==> config.mk <==
export PLATFORM = sky130hd
export DESIGN_NAME = ibw_timing
export DESIGN_NICKNAME = d
export VERILOG_FILES = /design/src/verilog/ibw_pkg.sv /design/src/verilog/ibw_timing.sv
export SDC_FILE = /design/constraint.sdc
export NUM_CORES = 1
export LEC_CHECK = 0
export CAP_MARGIN = 20
export CORE_MARGIN = 2
export CORE_UTILIZATION = 35
export CTS_CLUSTER_SIZE = 20
export DETAILED_ROUTE_END_ITERATION = 6
export DONT_BUFFER_PORTS = 1
export PLACE_DENSITY = 0.53
export SLEW_MARGIN = 30
export SYNTH_ARGS = -nofsm -noshare
export SYNTH_HDL_FRONTEND = slang
export SYNTH_SLANG_ARGS = --single-unit
==> constraint.sdc <==
create_clock -name clk_in -period 4.4 [get_ports clk_in]
set_input_delay 0.44 -clock clk_in [delete_from_list [all_inputs] [get_ports clk_in]]
set_output_delay 0.44 -clock clk_in [all_outputs]
set_load 0.005 [all_outputs]
==> src/verilog/ibw_pkg.sv <==
package ibw_pkg;
  // ***********************************************
  // Register map and timing
  // ***********************************************
  localparam logic [7:0] IBW_IDX_PIN_TIMING = 8'h0A;
  localparam logic [7:0] IBW_IDX_HIGH_WIDTH = 8'h0B;
  localparam logic [7:0] IBW_IDX_LOW_WIDTH = 8'h0C;
  localparam logic [7:0] IBW_IDX_STATUS = 8'h0D;
  // Word registers: byte address is four times the index
  localparam logic [7:0] IBW_OFS_PIN_TIMING = {IBW_IDX_PIN_TIMING[5:0], 2'b00};
  localparam logic [7:0] IBW_OFS_HIGH_WIDTH = {IBW_IDX_HIGH_WIDTH[5:0], 2'b00};
  localparam logic [7:0] IBW_OFS_LOW_WIDTH = {IBW_IDX_LOW_WIDTH[5:0], 2'b00};
  localparam logic [7:0] IBW_OFS_STATUS = {IBW_IDX_STATUS[5:0], 2'b00};
  localparam logic [7:0] IBW_RST_PIN_TIMING = 8'h10;
  localparam logic [7:0] IBW_RST_HIGH_WIDTH = 8'h7F;
  localparam logic [7:0] IBW_RST_LOW_WIDTH = 8'h7F;
  localparam int IBW_CLK_MHZ = 100;
  localparam int IBW_STEP_PS = 38095;
  localparam int IBW_STEP_CYC = (IBW_STEP_PS * IBW_CLK_MHZ + 999999) / 1000000;
  localparam int IBW_EXTRA_STEPS = 5;
  localparam int IBW_SETUP_BASE_NS = 80;
  localparam int IBW_SETUP_STEP_NS = 640;
  localparam int IBW_SETUP_BASE_CYC = (IBW_SETUP_BASE_NS * IBW_CLK_MHZ + 999) / 1000;
  localparam int IBW_SETUP_STEP_CYC = (IBW_SETUP_STEP_NS * IBW_CLK_MHZ + 999) / 1000;
  localparam int IBW_DELAY_BASE_NS = 240;
  localparam int IBW_DELAY_STEP_NS = 40;
  localparam int IBW_DELAY_BASE_CYC = (IBW_DELAY_BASE_NS * IBW_CLK_MHZ + 999) / 1000;
  localparam int IBW_DELAY_STEP_CYC = (IBW_DELAY_STEP_NS * IBW_CLK_MHZ + 999) / 1000;
  localparam int IBW_GUARD_FAST_US = 50;
  localparam int IBW_GUARD_SLOW_MS = 1000;
  localparam int IBW_GUARD_FAST_CYC = IBW_GUARD_FAST_US * IBW_CLK_MHZ;
  localparam int IBW_GUARD_SLOW_CYC = IBW_GUARD_SLOW_MS * 1000 * IBW_CLK_MHZ;
  localparam int IBW_RECOVER_PULSES = 9;

  typedef struct packed {
    logic [3:0] ack_setup;
    logic [1:0] out_delay;
    logic bus_guard_fast;
    logic guard_off;
  } ibw_pin_timing_t;

  typedef struct packed {
    logic psel;
    logic penable;
    logic pwrite;
    logic [7:0] paddr;
    logic [31:0] pwdata;
  } ibw_apb_req_t;

  typedef struct packed {
    logic scl_in;
    logic sda_in;
    logic remote_ack;
    logic slave_stretch;
    logic master_run;
  } ibw_bus_in_t;

  typedef enum logic [4:0] {
    IBW_IDLE = 5'b00001,
    IBW_HIGH = 5'b00010,
    IBW_LOW = 5'b00100,
    IBW_RECOVER_HI = 5'b01000,
    IBW_RECOVER_LO = 5'b10000
  } ibw_state_t;
endpackage : ibw_pkg

==> src/verilog/ibw_timing.sv <==
`timescale 1ns/100ps
module ibw_timing #(
  parameter int GUARD_FAST_CYC = ibw_pkg::IBW_GUARD_FAST_CYC,
  parameter int GUARD_SLOW_CYC = ibw_pkg::IBW_GUARD_SLOW_CYC
) (
  input wire logic clk_in,
  input wire logic rst_b_in,
  input wire logic clk_en_in,
  input wire ibw_pkg::ibw_apb_req_t apb_in,
  input wire ibw_pkg::ibw_bus_in_t bus_in,
  output logic [31:0] prdata_out,
  output logic pready_out,
  output logic pslverr_out,
  output logic scl_oe_out,
  output logic sda_release_out,
  output logic sda_drive_ok_out,
  output logic bus_free_out
);
  import ibw_pkg::*;

  // ***********************************************
  // APB registers
  // ***********************************************
  ibw_pin_timing_t pin_timing_reg;
  logic [7:0] high_width_reg;
  logic [7:0] low_width_reg;
  logic bus_free_reg;
  logic recovering;
  logic access;
  logic hit;

  assign access = apb_in.psel && apb_in.penable;
  always_comb
  begin
    hit = 1'b1;
    unique case (apb_in.paddr)
      IBW_OFS_PIN_TIMING, IBW_OFS_HIGH_WIDTH, IBW_OFS_LOW_WIDTH, IBW_OFS_STATUS: hit = 1'b1;
      default: hit = 1'b0;
    endcase
  end

  always_ff @(posedge clk_in or negedge rst_b_in)
  begin
    if (!rst_b_in)
    begin
      pin_timing_reg <= ibw_pin_timing_t'(IBW_RST_PIN_TIMING);
      high_width_reg <= IBW_RST_HIGH_WIDTH;
      low_width_reg <= IBW_RST_LOW_WIDTH;
    end
    else if (clk_en_in && access && apb_in.pwrite && pready_out)
    begin
      if (apb_in.paddr == IBW_OFS_PIN_TIMING)
        pin_timing_reg <= ibw_pin_timing_t'(apb_in.pwdata[7:0]);
      if (apb_in.paddr == IBW_OFS_HIGH_WIDTH)
        high_width_reg <= apb_in.pwdata[7:0];
      if (apb_in.paddr == IBW_OFS_LOW_WIDTH)
        low_width_reg <= apb_in.pwdata[7:0];
    end
  end

  // One wait state: ready rises in the access phase, data sampled then
  always_ff @(posedge clk_in or negedge rst_b_in)
  begin
    if (!rst_b_in)
    begin
      pready_out <= 1'b0;
      pslverr_out <= 1'b0;
      prdata_out <= 32'h0000_0000;
    end
    else if (clk_en_in)
    begin
      pready_out <= access && !pready_out;
      pslverr_out <= access && !pready_out && !hit;
      prdata_out <= 32'h0000_0000;
      if (access && !pready_out && !apb_in.pwrite)
      begin
        unique case (apb_in.paddr)
          IBW_OFS_PIN_TIMING: prdata_out <= {24'h00_0000, pin_timing_reg};
          IBW_OFS_HIGH_WIDTH: prdata_out <= {24'h00_0000, high_width_reg};
          IBW_OFS_LOW_WIDTH: prdata_out <= {24'h00_0000, low_width_reg};
          IBW_OFS_STATUS: prdata_out <= {30'h0000_0000, recovering, bus_free_reg};
          default: prdata_out <= 32'h0000_0000;
        endcase
      end
    end
  end

  // ***********************************************
  // Bus activity and guard timer
  // ***********************************************
  logic scl_d;
  logic sda_d;
  logic activity;
  logic [31:0] guard_cnt;
  logic [31:0] guard_limit;
  logic guard_expired;

  always_ff @(posedge clk_in or negedge rst_b_in)
  begin
    if (!rst_b_in)
    begin
      scl_d <= 1'b1;
      sda_d <= 1'b1;
    end
    else if (clk_en_in)
    begin
      scl_d <= bus_in.scl_in;
      sda_d <= bus_in.sda_in;
    end
  end

  assign activity = (scl_d != bus_in.scl_in) || (sda_d != bus_in.sda_in);
  assign guard_limit = pin_timing_reg.bus_guard_fast ? 32'(GUARD_FAST_CYC) :
    32'(GUARD_SLOW_CYC);
  assign guard_expired = (guard_cnt >= guard_limit - 32'd1);

  always_ff @(posedge clk_in or negedge rst_b_in)
  begin
    if (!rst_b_in)
      guard_cnt <= 32'h0000_0000;
    else if (clk_en_in)
    begin
      if (pin_timing_reg.guard_off || activity || recovering || guard_expired)
        guard_cnt <= 32'h0000_0000;
      else
        guard_cnt <= guard_cnt + 32'd1;
    end
  end

  always_ff @(posedge clk_in or negedge rst_b_in)
  begin
    if (!rst_b_in)
      bus_free_reg <= 1'b0;
    else if (clk_en_in)
    begin
      if (pin_timing_reg.guard_off || activity || !bus_in.sda_in)
        bus_free_reg <= 1'b0;
      else if (guard_expired && bus_in.sda_in)
        bus_free_reg <= 1'b1;
    end
  end
  assign bus_free_out = bus_free_reg;

  // ***********************************************
  // SCL generator: master and recovery
  // ***********************************************
  ibw_state_t state_reg;
  logic [11:0] phase_cnt;
  logic [3:0] pulse_cnt;
  logic [11:0] high_cyc;
  logic [11:0] low_cyc;
  logic phase_done;

  // Widths are minimums, so the step count rounds up
  assign high_cyc = 12'((32'(high_width_reg) + IBW_EXTRA_STEPS) * IBW_STEP_CYC);
  assign low_cyc = 12'((32'(low_width_reg) + IBW_EXTRA_STEPS) * IBW_STEP_CYC);
  assign recovering = (state_reg == IBW_RECOVER_HI) || (state_reg == IBW_RECOVER_LO);

  always_comb
  begin
    phase_done = 1'b0;
    unique case (state_reg)
      IBW_HIGH, IBW_RECOVER_HI: phase_done = (phase_cnt >= high_cyc - 12'd1);
      IBW_LOW, IBW_RECOVER_LO: phase_done = (phase_cnt >= low_cyc - 12'd1);
      default: phase_done = 1'b0;
    endcase
  end

  always_ff @(posedge clk_in or negedge rst_b_in)
  begin
    if (!rst_b_in)
    begin
      state_reg <= IBW_IDLE;
      phase_cnt <= 12'h000;
      pulse_cnt <= 4'h0;
    end
    else if (clk_en_in)
    begin
      phase_cnt <= phase_done || state_reg == IBW_IDLE ? 12'h000 : phase_cnt + 12'd1;
      unique case (state_reg)
        IBW_IDLE:
          if (!pin_timing_reg.guard_off && guard_expired && !bus_in.sda_in)
          begin
            state_reg <= IBW_RECOVER_LO;
            pulse_cnt <= 4'h0;
          end
          else if (bus_in.master_run)
            state_reg <= IBW_LOW;
        IBW_LOW:
          if (phase_done)
            state_reg <= IBW_HIGH;
        IBW_HIGH:
          if (phase_done)
            state_reg <= bus_in.master_run ? IBW_LOW : IBW_IDLE;
        IBW_RECOVER_LO:
          if (pin_timing_reg.guard_off)
            state_reg <= IBW_IDLE;
          else if (phase_done)
            state_reg <= IBW_RECOVER_HI;
        IBW_RECOVER_HI:
          if (phase_done)
          begin
            pulse_cnt <= pulse_cnt + 4'd1;
            // Stop after the ninth pulse regardless of SDA
            state_reg <= pulse_cnt == 4'(IBW_RECOVER_PULSES - 1) ? IBW_IDLE :
              IBW_RECOVER_LO;
          end
        default: state_reg <= IBW_IDLE;
      endcase
    end
  end

  always_ff @(posedge clk_in or negedge rst_b_in)
  begin
    if (!rst_b_in)
      scl_oe_out <= 1'b0;
    else if (clk_en_in)
      scl_oe_out <= (state_reg == IBW_LOW) || (state_reg == IBW_RECOVER_LO) ||
        (bus_in.slave_stretch && !sda_release_out);
  end

  // ***********************************************
  // SDA timing
  // ***********************************************
  logic [11:0] sda_cnt;
  logic [11:0] sda_target;
  logic scl_fell;
  logic slave_mode;
  logic sda_due;

  assign scl_fell = scl_d && !bus_in.scl_in;
  assign slave_mode = bus_in.slave_stretch && !bus_in.remote_ack;
  // Extra bit keeps the saturated count from wrapping back to zero
  assign sda_due = !scl_fell && ({1'b0, sda_cnt} + 13'd1 >= {1'b0, sda_target});

  always_comb
  begin
    if (bus_in.remote_ack)
      sda_target = 12'(IBW_SETUP_BASE_CYC +
        32'(pin_timing_reg.ack_setup) * IBW_SETUP_STEP_CYC);
    else if (slave_mode)
      sda_target = low_cyc;
    else
      sda_target = 12'(IBW_DELAY_BASE_CYC +
        32'(pin_timing_reg.out_delay) * IBW_DELAY_STEP_CYC);
  end

  always_ff @(posedge clk_in or negedge rst_b_in)
  begin
    if (!rst_b_in)
      sda_cnt <= 12'h000;
    else if (clk_en_in)
    begin
      if (scl_fell)
        sda_cnt <= 12'h000;
      else if (sda_cnt != 12'hFFF)
        sda_cnt <= sda_cnt + 12'd1;
    end
  end

  always_ff @(posedge clk_in or negedge rst_b_in)
  begin
    if (!rst_b_in)
    begin
      sda_drive_ok_out <= 1'b0;
      sda_release_out <= 1'b0;
    end
    else if (clk_en_in)
    begin
      sda_drive_ok_out <= sda_due;
      sda_release_out <= slave_mode && sda_due;
    end
  end
endmodule : ibw_timing

# After elaboration in Yosys (flattened, before gate mapping)

Index checks and enable logic that the tools add are counted.
W data, S select, Z words.

Input bits: 51
Register bits: 129
Output and inout bits: 38

$add $sub $neg: 12
Reductions and logical operators: 46
Equality and inequality tests: 19
Mux-type cells: 26
Order comparisons: 4

Operator list:

| kind                    | count |
|---|---|
| $mux W5                 | 8 |
| $mux W12                | 3 |
| $add A32 B1 Y32 const B | 1 |
| $eq A8 B6 Y1 const B    | 4 |
| $ge A32 B32 Y1          | 1 |
| $mux W32                | 1 |
| $pmux W8 S4             | 1 |
| $sub A27 B1 Y28 const B | 1 |
| $mux W27                | 1 |
| $pmux W5 S5             | 1 |
| $add A12 B1 Y12 const B | 2 |
| $ge A12 B12 Y1          | 2 |
| $sub A11 B1 Y12 const B | 2 |
| $mux W11                | 2 |
| $add A8 B3 Y9 const B   | 2 |
| $logic_and A1 B1 Y1     | 15 |
| $add A12 B1 Y13 const B | 1 |
| $ge A13 B12 Y1          | 1 |
| $ne A12 B12 Y1 const B  | 1 |
| $add A4 B10 Y11 const A | 1 |
| $reduce_and A2 Y1       | 5 |
| $logic_not A1 Y1        | 9 |
| $logic_or A1 B1 Y1      | 9 |
| $mux W4                 | 2 |
| 23 further kinds        | 31 |

# Depth between registers and ports, before layout

Depth after elaboration: 7
Depth in mapped cells: 15
Gate-level depth less buffers: 15

# Least setup slack after synthesis

OpenSTA, ideal clock, no wires.

Kind: register -> register
From: register high_width_reg[2]
To: register state_reg[2]
Data arrival time: 3.731 ns
Period minus slack after synthesis: 3.856 ns
Data required time: 4.275 ns
Stages on the path, launching flop included: 15
Path slack: 0.544 ns
Path through: dfstp_2 -> inv_1 -> ha_1 -> a21oi_1 -> xnor2_1 -> or3b_1 -> mux2_1 -> a31oi_1 -> ha_1 -> nand2_1 -> o21ai_0 -> a2111o_1 -> a311o_1 -> o21a_1 -> mux2_4

Cells in the longest elaborated chain, start to end: 6
Elaborated cells between the ends (all ways): 9
Classes of those cells: add/sub (2); order compare (1); eq/ne (4); mux (1); reduce/logical (1)

RTL lines:

| item                                                   | line              | RTL |
|---|---|---|
| from (decl)                                            | ibw_timing.sv:25  | `logic [7:0] high_width_reg;` |
| from (signal assigned)                                 | ibw_timing.sv:55  | `high_width_reg <= apb_in.pwdata[7:0];` |
| $add A8 B3 Y9 (*)                                      | ibw_timing.sv:155 | `assign high_cyc = 12'((32'(high_width_reg) + IBW_EXTRA_STEPS) * IBW_STEP_CYC);` |
| $sub A11 B1 Y12 (*)                                    | ibw_timing.sv:163 | `IBW_HIGH, IBW_RECOVER_HI: phase_done = (phase_cnt >= high_cyc - 12'd1);` |
| $ge A12 B12 Y1 (*)                                     | ibw_timing.sv:163 |  |
| $pmux W1 S2 (*)                                        | ibw_timing.sv:162 | `unique case (state_reg)` |
| $ne A3 B3 Y1 (no line) or $ne A2 B2 Y1 (tied branches) | n/a               |  |
| $reduce_and A6 Y1 (no line) (*)                        | n/a               |  |
| to (signal assigned)                                   | ibw_timing.sv:194 | `state_reg <= bus_in.master_run ? IBW_LOW : IBW_IDLE;` |
| to (signal assigned)                                   | ibw_timing.sv:205 | `state_reg <= pulse_cnt == 4'(IBW_RECOVER_PULSES - 1) ? IBW_IDLE :` |
| to (decl)                                              | ibw_timing.sv:147 | `ibw_state_t state_reg;` |

Mark *: on every way between the ends. The rest lies on a longest branch, timed or not.
A chain may end at the register's enable or synchronous reset.

# Worst setup path after layout

Same ends and word-level chain as after synthesis.

==> results.tsv <==
stage	metric	value	unit
cts	CTS Sinks	105	
setup_path	most frequent CP cell	ha_1	
route	drt total wl	16500	um
cts	Max Root-Sink Buffers	2	
setup_path	length in cells of the worst reg-to-reg path	14	
setup_path	data required time of the worst path	4650	ps
place	Port-buffer cells	0	
final_layout	max reg flops	32	
power_and_ir_drop	Gate power share	19.5	%
logic_synthesis	Syn Std Cell Area	7290	sq um
timing	RSZ-0062 raised after global routing	false	
die	Placement Rows	52	
timing	Rel. slew slack	41.0	%
logic_synthesis	Ys Warns	0	
die	num ports	89	
final_layout	commonest non-fill, non-tap cell in the layout	dfrtp_1	
setup_path	crit path max fanout	7	
setup_path	FF-to-FF setup slack	310	ps
setup_path	Worst Path Class, Setup	register to register	
logic_synthesis	Synth Area in Compound Gates	15.5	%
timing	worst hold slack	-14.2	ps
cts	Worst-path clk slew	70	ps
route	drt wl/cell	16.2	um
hold_path	hold crit path type	primary input to asynchronous set/reset pin	
cts	H-tree levels	3	
power_and_ir_drop	P_leak	3.43	nW
job	Max Cap Violations	0	
setup_path	WP data arrival	4330	ps
timing	Finish-stage setup viols	0	
logic_synthesis	register area share after synthesis	36.3	%
die	core box area	20400	sq um
die	die height	148	um
logic_synthesis	Netlist cell types	79	
setup_path	crit end category	register	
setup_path	Critical Path Start Type	register	
cts	CTS buffer count	9	
final_layout	layout overhead on the synthesized area	6.35	%
setup_path	origin of the critical flop-to-flop path	high_width_reg[2]	
final_layout	fillers	2090	
route	vias per cell	5.28	
grt	GRT Util Overall	15.7	%
logic_synthesis	Post-synth EDFFs	0	
setup_path	CP Cell Sequence	inv_1 > ha_1 > a21oi_1 > xnor2_1 > or3b_1 > mux2_1 > a31oi_1 > ha_1 > nand2_1 > o21ai_0 > a2111o_1 > a311o_1 > o21a_1 > mux2_4	
timing	Final Cycle Share	92.9	%
outcome	status	finished with violations	
timing	fin. max-slew vios	0	
power_and_ir_drop	internal power	0.00171	W
logic_synthesis	Post-Synth Adder-Cell Area	9.95	%
power_and_ir_drop	power share of the clock group	34.0	%
grt	vias in the first global route	5294	
final_layout	net count reported at finish	858	
timing	fin crit period	4090	ps
place	DP Wirelength	11900	um
logic_synthesis	share of flip-flops with an asynchronous set or reset	100	%
setup_path	crit-path max cell delay	620	ps
cts	CTS tree	yes	
grt	GR Overflow Total	0	
cts	PostCTS Resize Cnt	0	
route	Detailed Route Iter0 Violations	304	
grt	pin count of the biggest net entering global routing	106	
die	Initial Utilization	35.8	%
route	post-route ant nets	0	
grt	first-pass GRT wire length	27700	um
final_layout	Reg with most FFs	guard_cnt	
logic_synthesis	Syn Inst Count	767	
outcome	failing checks	hold timing	
final_layout	# diodes	0	
power_and_ir_drop	Switching Share	31.3	%
die	Die Width	148	um
final_layout	layout cells sized above 1	10.3	%
logic_synthesis	XOR/XNOR Fraction of Synth Area	7.93	%
power_and_ir_drop	Power Dens Cells	321	nW/um^2
route	# DRC	0	
setup_path	r2r endpoint	state_reg[2]	
timing	Setup Skew	8.85	ps
logic_synthesis	Syn Area/Cell	9.51	sq um
power_and_ir_drop	sw power	0.000779	W
cts	Worst-Skew Late Latency	360	ps
timing	setup TNS	0	ps
cts	post-CTS setup buffer count	0	
grt	initial antenna violation count	0	
timing	worst-margin pin slew	877	ps
cts	CTS root buf	clkbuf_16	
final_layout	Core Util, Final	38.1	%
logic_synthesis	Seq cells post-synth	105	
logic_synthesis	top_reg_cell synth	dfrtp_1	
logic_synthesis	Synth Area in Simple Gates	19.1	%
timing	Highest Clock Rate	0.245	GHz
logic_synthesis	multiplexer share of the synthesized area	5.56	%
die	Die ar.	22000	sq um
power_and_ir_drop	Seq pwr share	46.5	%
route	routed via count	5408	
final_layout	Top Registers	guard_cnt x32, phase_cnt x12, sda_cnt x12	
power_and_ir_drop	worst vdd ir	211	uV
route	first drt pass iteration count	4	
place	gpl congestion	0.749	
timing	Final Hold Viols	4	
final_layout	commonest cells after routing, fill and taps aside	87 x dfrtp_1, 72 x nor2_1, 58 x ha_1, 46 x nand2_1, 38 x xor2_1	
setup_path	highest-delay cell along the critical path	dfstp_2	
logic_synthesis	main combinational cell family by area after synthesis	simple AND/OR/NAND/NOR gates	
## how the worst max path moves through the flow
stage / from / endpoint / cells past startpoint
finish: high_width_reg[2] / state_reg[2] / 14
global route: high_width_reg[2] / state_reg[2] / 14
CTS: high_width_reg[2] / state_reg[2] / 14
detailed placement: high_width_reg[2] / state_reg[2] / 14
global placement: high_width_reg[2] / state_reg[2] / 14
floorplan: high_width_reg[2] / state_reg[2] / 14
## per-layer routing
layer	vias up	share of wire [%]	track usage (%)
li1	2711	-	-
met1	2622	50	21.7
met2	64	46	25.7
met3	11	2.7	2.85
met4	0	0.96	3.57
met5	-	0	0
## metrics by stage
step           total power, W  area (sq um)  worst slack (ps)  hold slack [ps]  std cells
6_report              0.00249          7750               315            -14.2       1024
5_1_grt               0.00263          7750              34.1             65.2       1024
3_5_place_dp          0.00164          7420               260              150       1007
3_3_place_gp          0.00164          7420               271              150       1007
4_1_cts               0.00252          7750               254             46.9       1024
2_1_floorplan         0.00156          7380               544              144        790
## repair_timing
action / CTS / global route
endpoints found under the setup margin: 0 / 1
hold endpoints to repair: 105 / 0
hold buffers: 1 / 0
## cells by family (layout without fill, tap and decap cells)
group	after synthesis	after routing
multiplexers	37	37
buffers and inverters	78	42
AND/OR/NAND/NOR	258	258
adder cells (fa/ha/maj)	58	58
flip-flops	105	105
other	1	24
AO/OA/AOI/OAI	164	164
XOR/XNOR	66	66
## cell usage after synthesis (7+ instances only)
cell        n  share of area [%]
dfrtp_1    87                 30
nor2_1     72                3.7
ha_1       58                 10
nand2_1    46                2.4
xor2_1     38                4.6
a21oi_1    32                2.2
nand3_1    31                2.1
o21ai_0    30                2.1
xnor2_1    28                3.4
buf_4      26                2.7
nand4_1    21                1.8
inv_1      20                1.0
mux2_2     20                3.1
clkbuf_1   19               0.98
a31oi_1    18                1.5
and3_1     18                1.5
dfstp_2    18                6.5
a22oi_1    12                1.2
mux2i_1    12                1.6
a21o_1     11                1.1
buf_2      10               0.69
o2bb2ai_1  10                1.2
and4_1      7               0.84
nand2b_1    7               0.60
## power by group through the flow
stage | Combinational, W | Sequential (W) | Clock [W]
after floorplan | 0.000459 | 0.00110 | 0
after global placement | 0.000463 | 0.00117 | 0
after detailed placement | 0.000465 | 0.00117 | 0
after CTS | 0.000492 | 0.00115 | 0.000869
after global routing | 0.000554 | 0.00117 | 0.000897
final | 0.000484 | 0.00116 | 0.000844
## critical path, delay by kind of cell (launching register included)
family | cells | cell delay (ps)
buffers and inverters | 1 | 80
AO/OA/AOI/OAI | 6 | 1540
multiplexers | 2 | 630
AND/OR/NAND/NOR | 2 | 510
flip-flops | 1 | 620
XOR/XNOR | 1 | 150
adder cells (fa/ha/maj) | 2 | 460
## final cells by class
cell class | instances | area [sq um] | share of cell area, %
multi-input cells | 607 | 4320 | 55.8
flip-flops and latches | 105 | 2650 | 34.2
well taps | 270 | 338 | 4.36
clock buffers | 14 | 264 | 3.40
inverters | 20 | 75.1 | 0.968
repair buffers | 6 | 65.1 | 0.839
clock inverters | 2 | 37.5 | 0.484
Power figures use the tool's default switching activity.
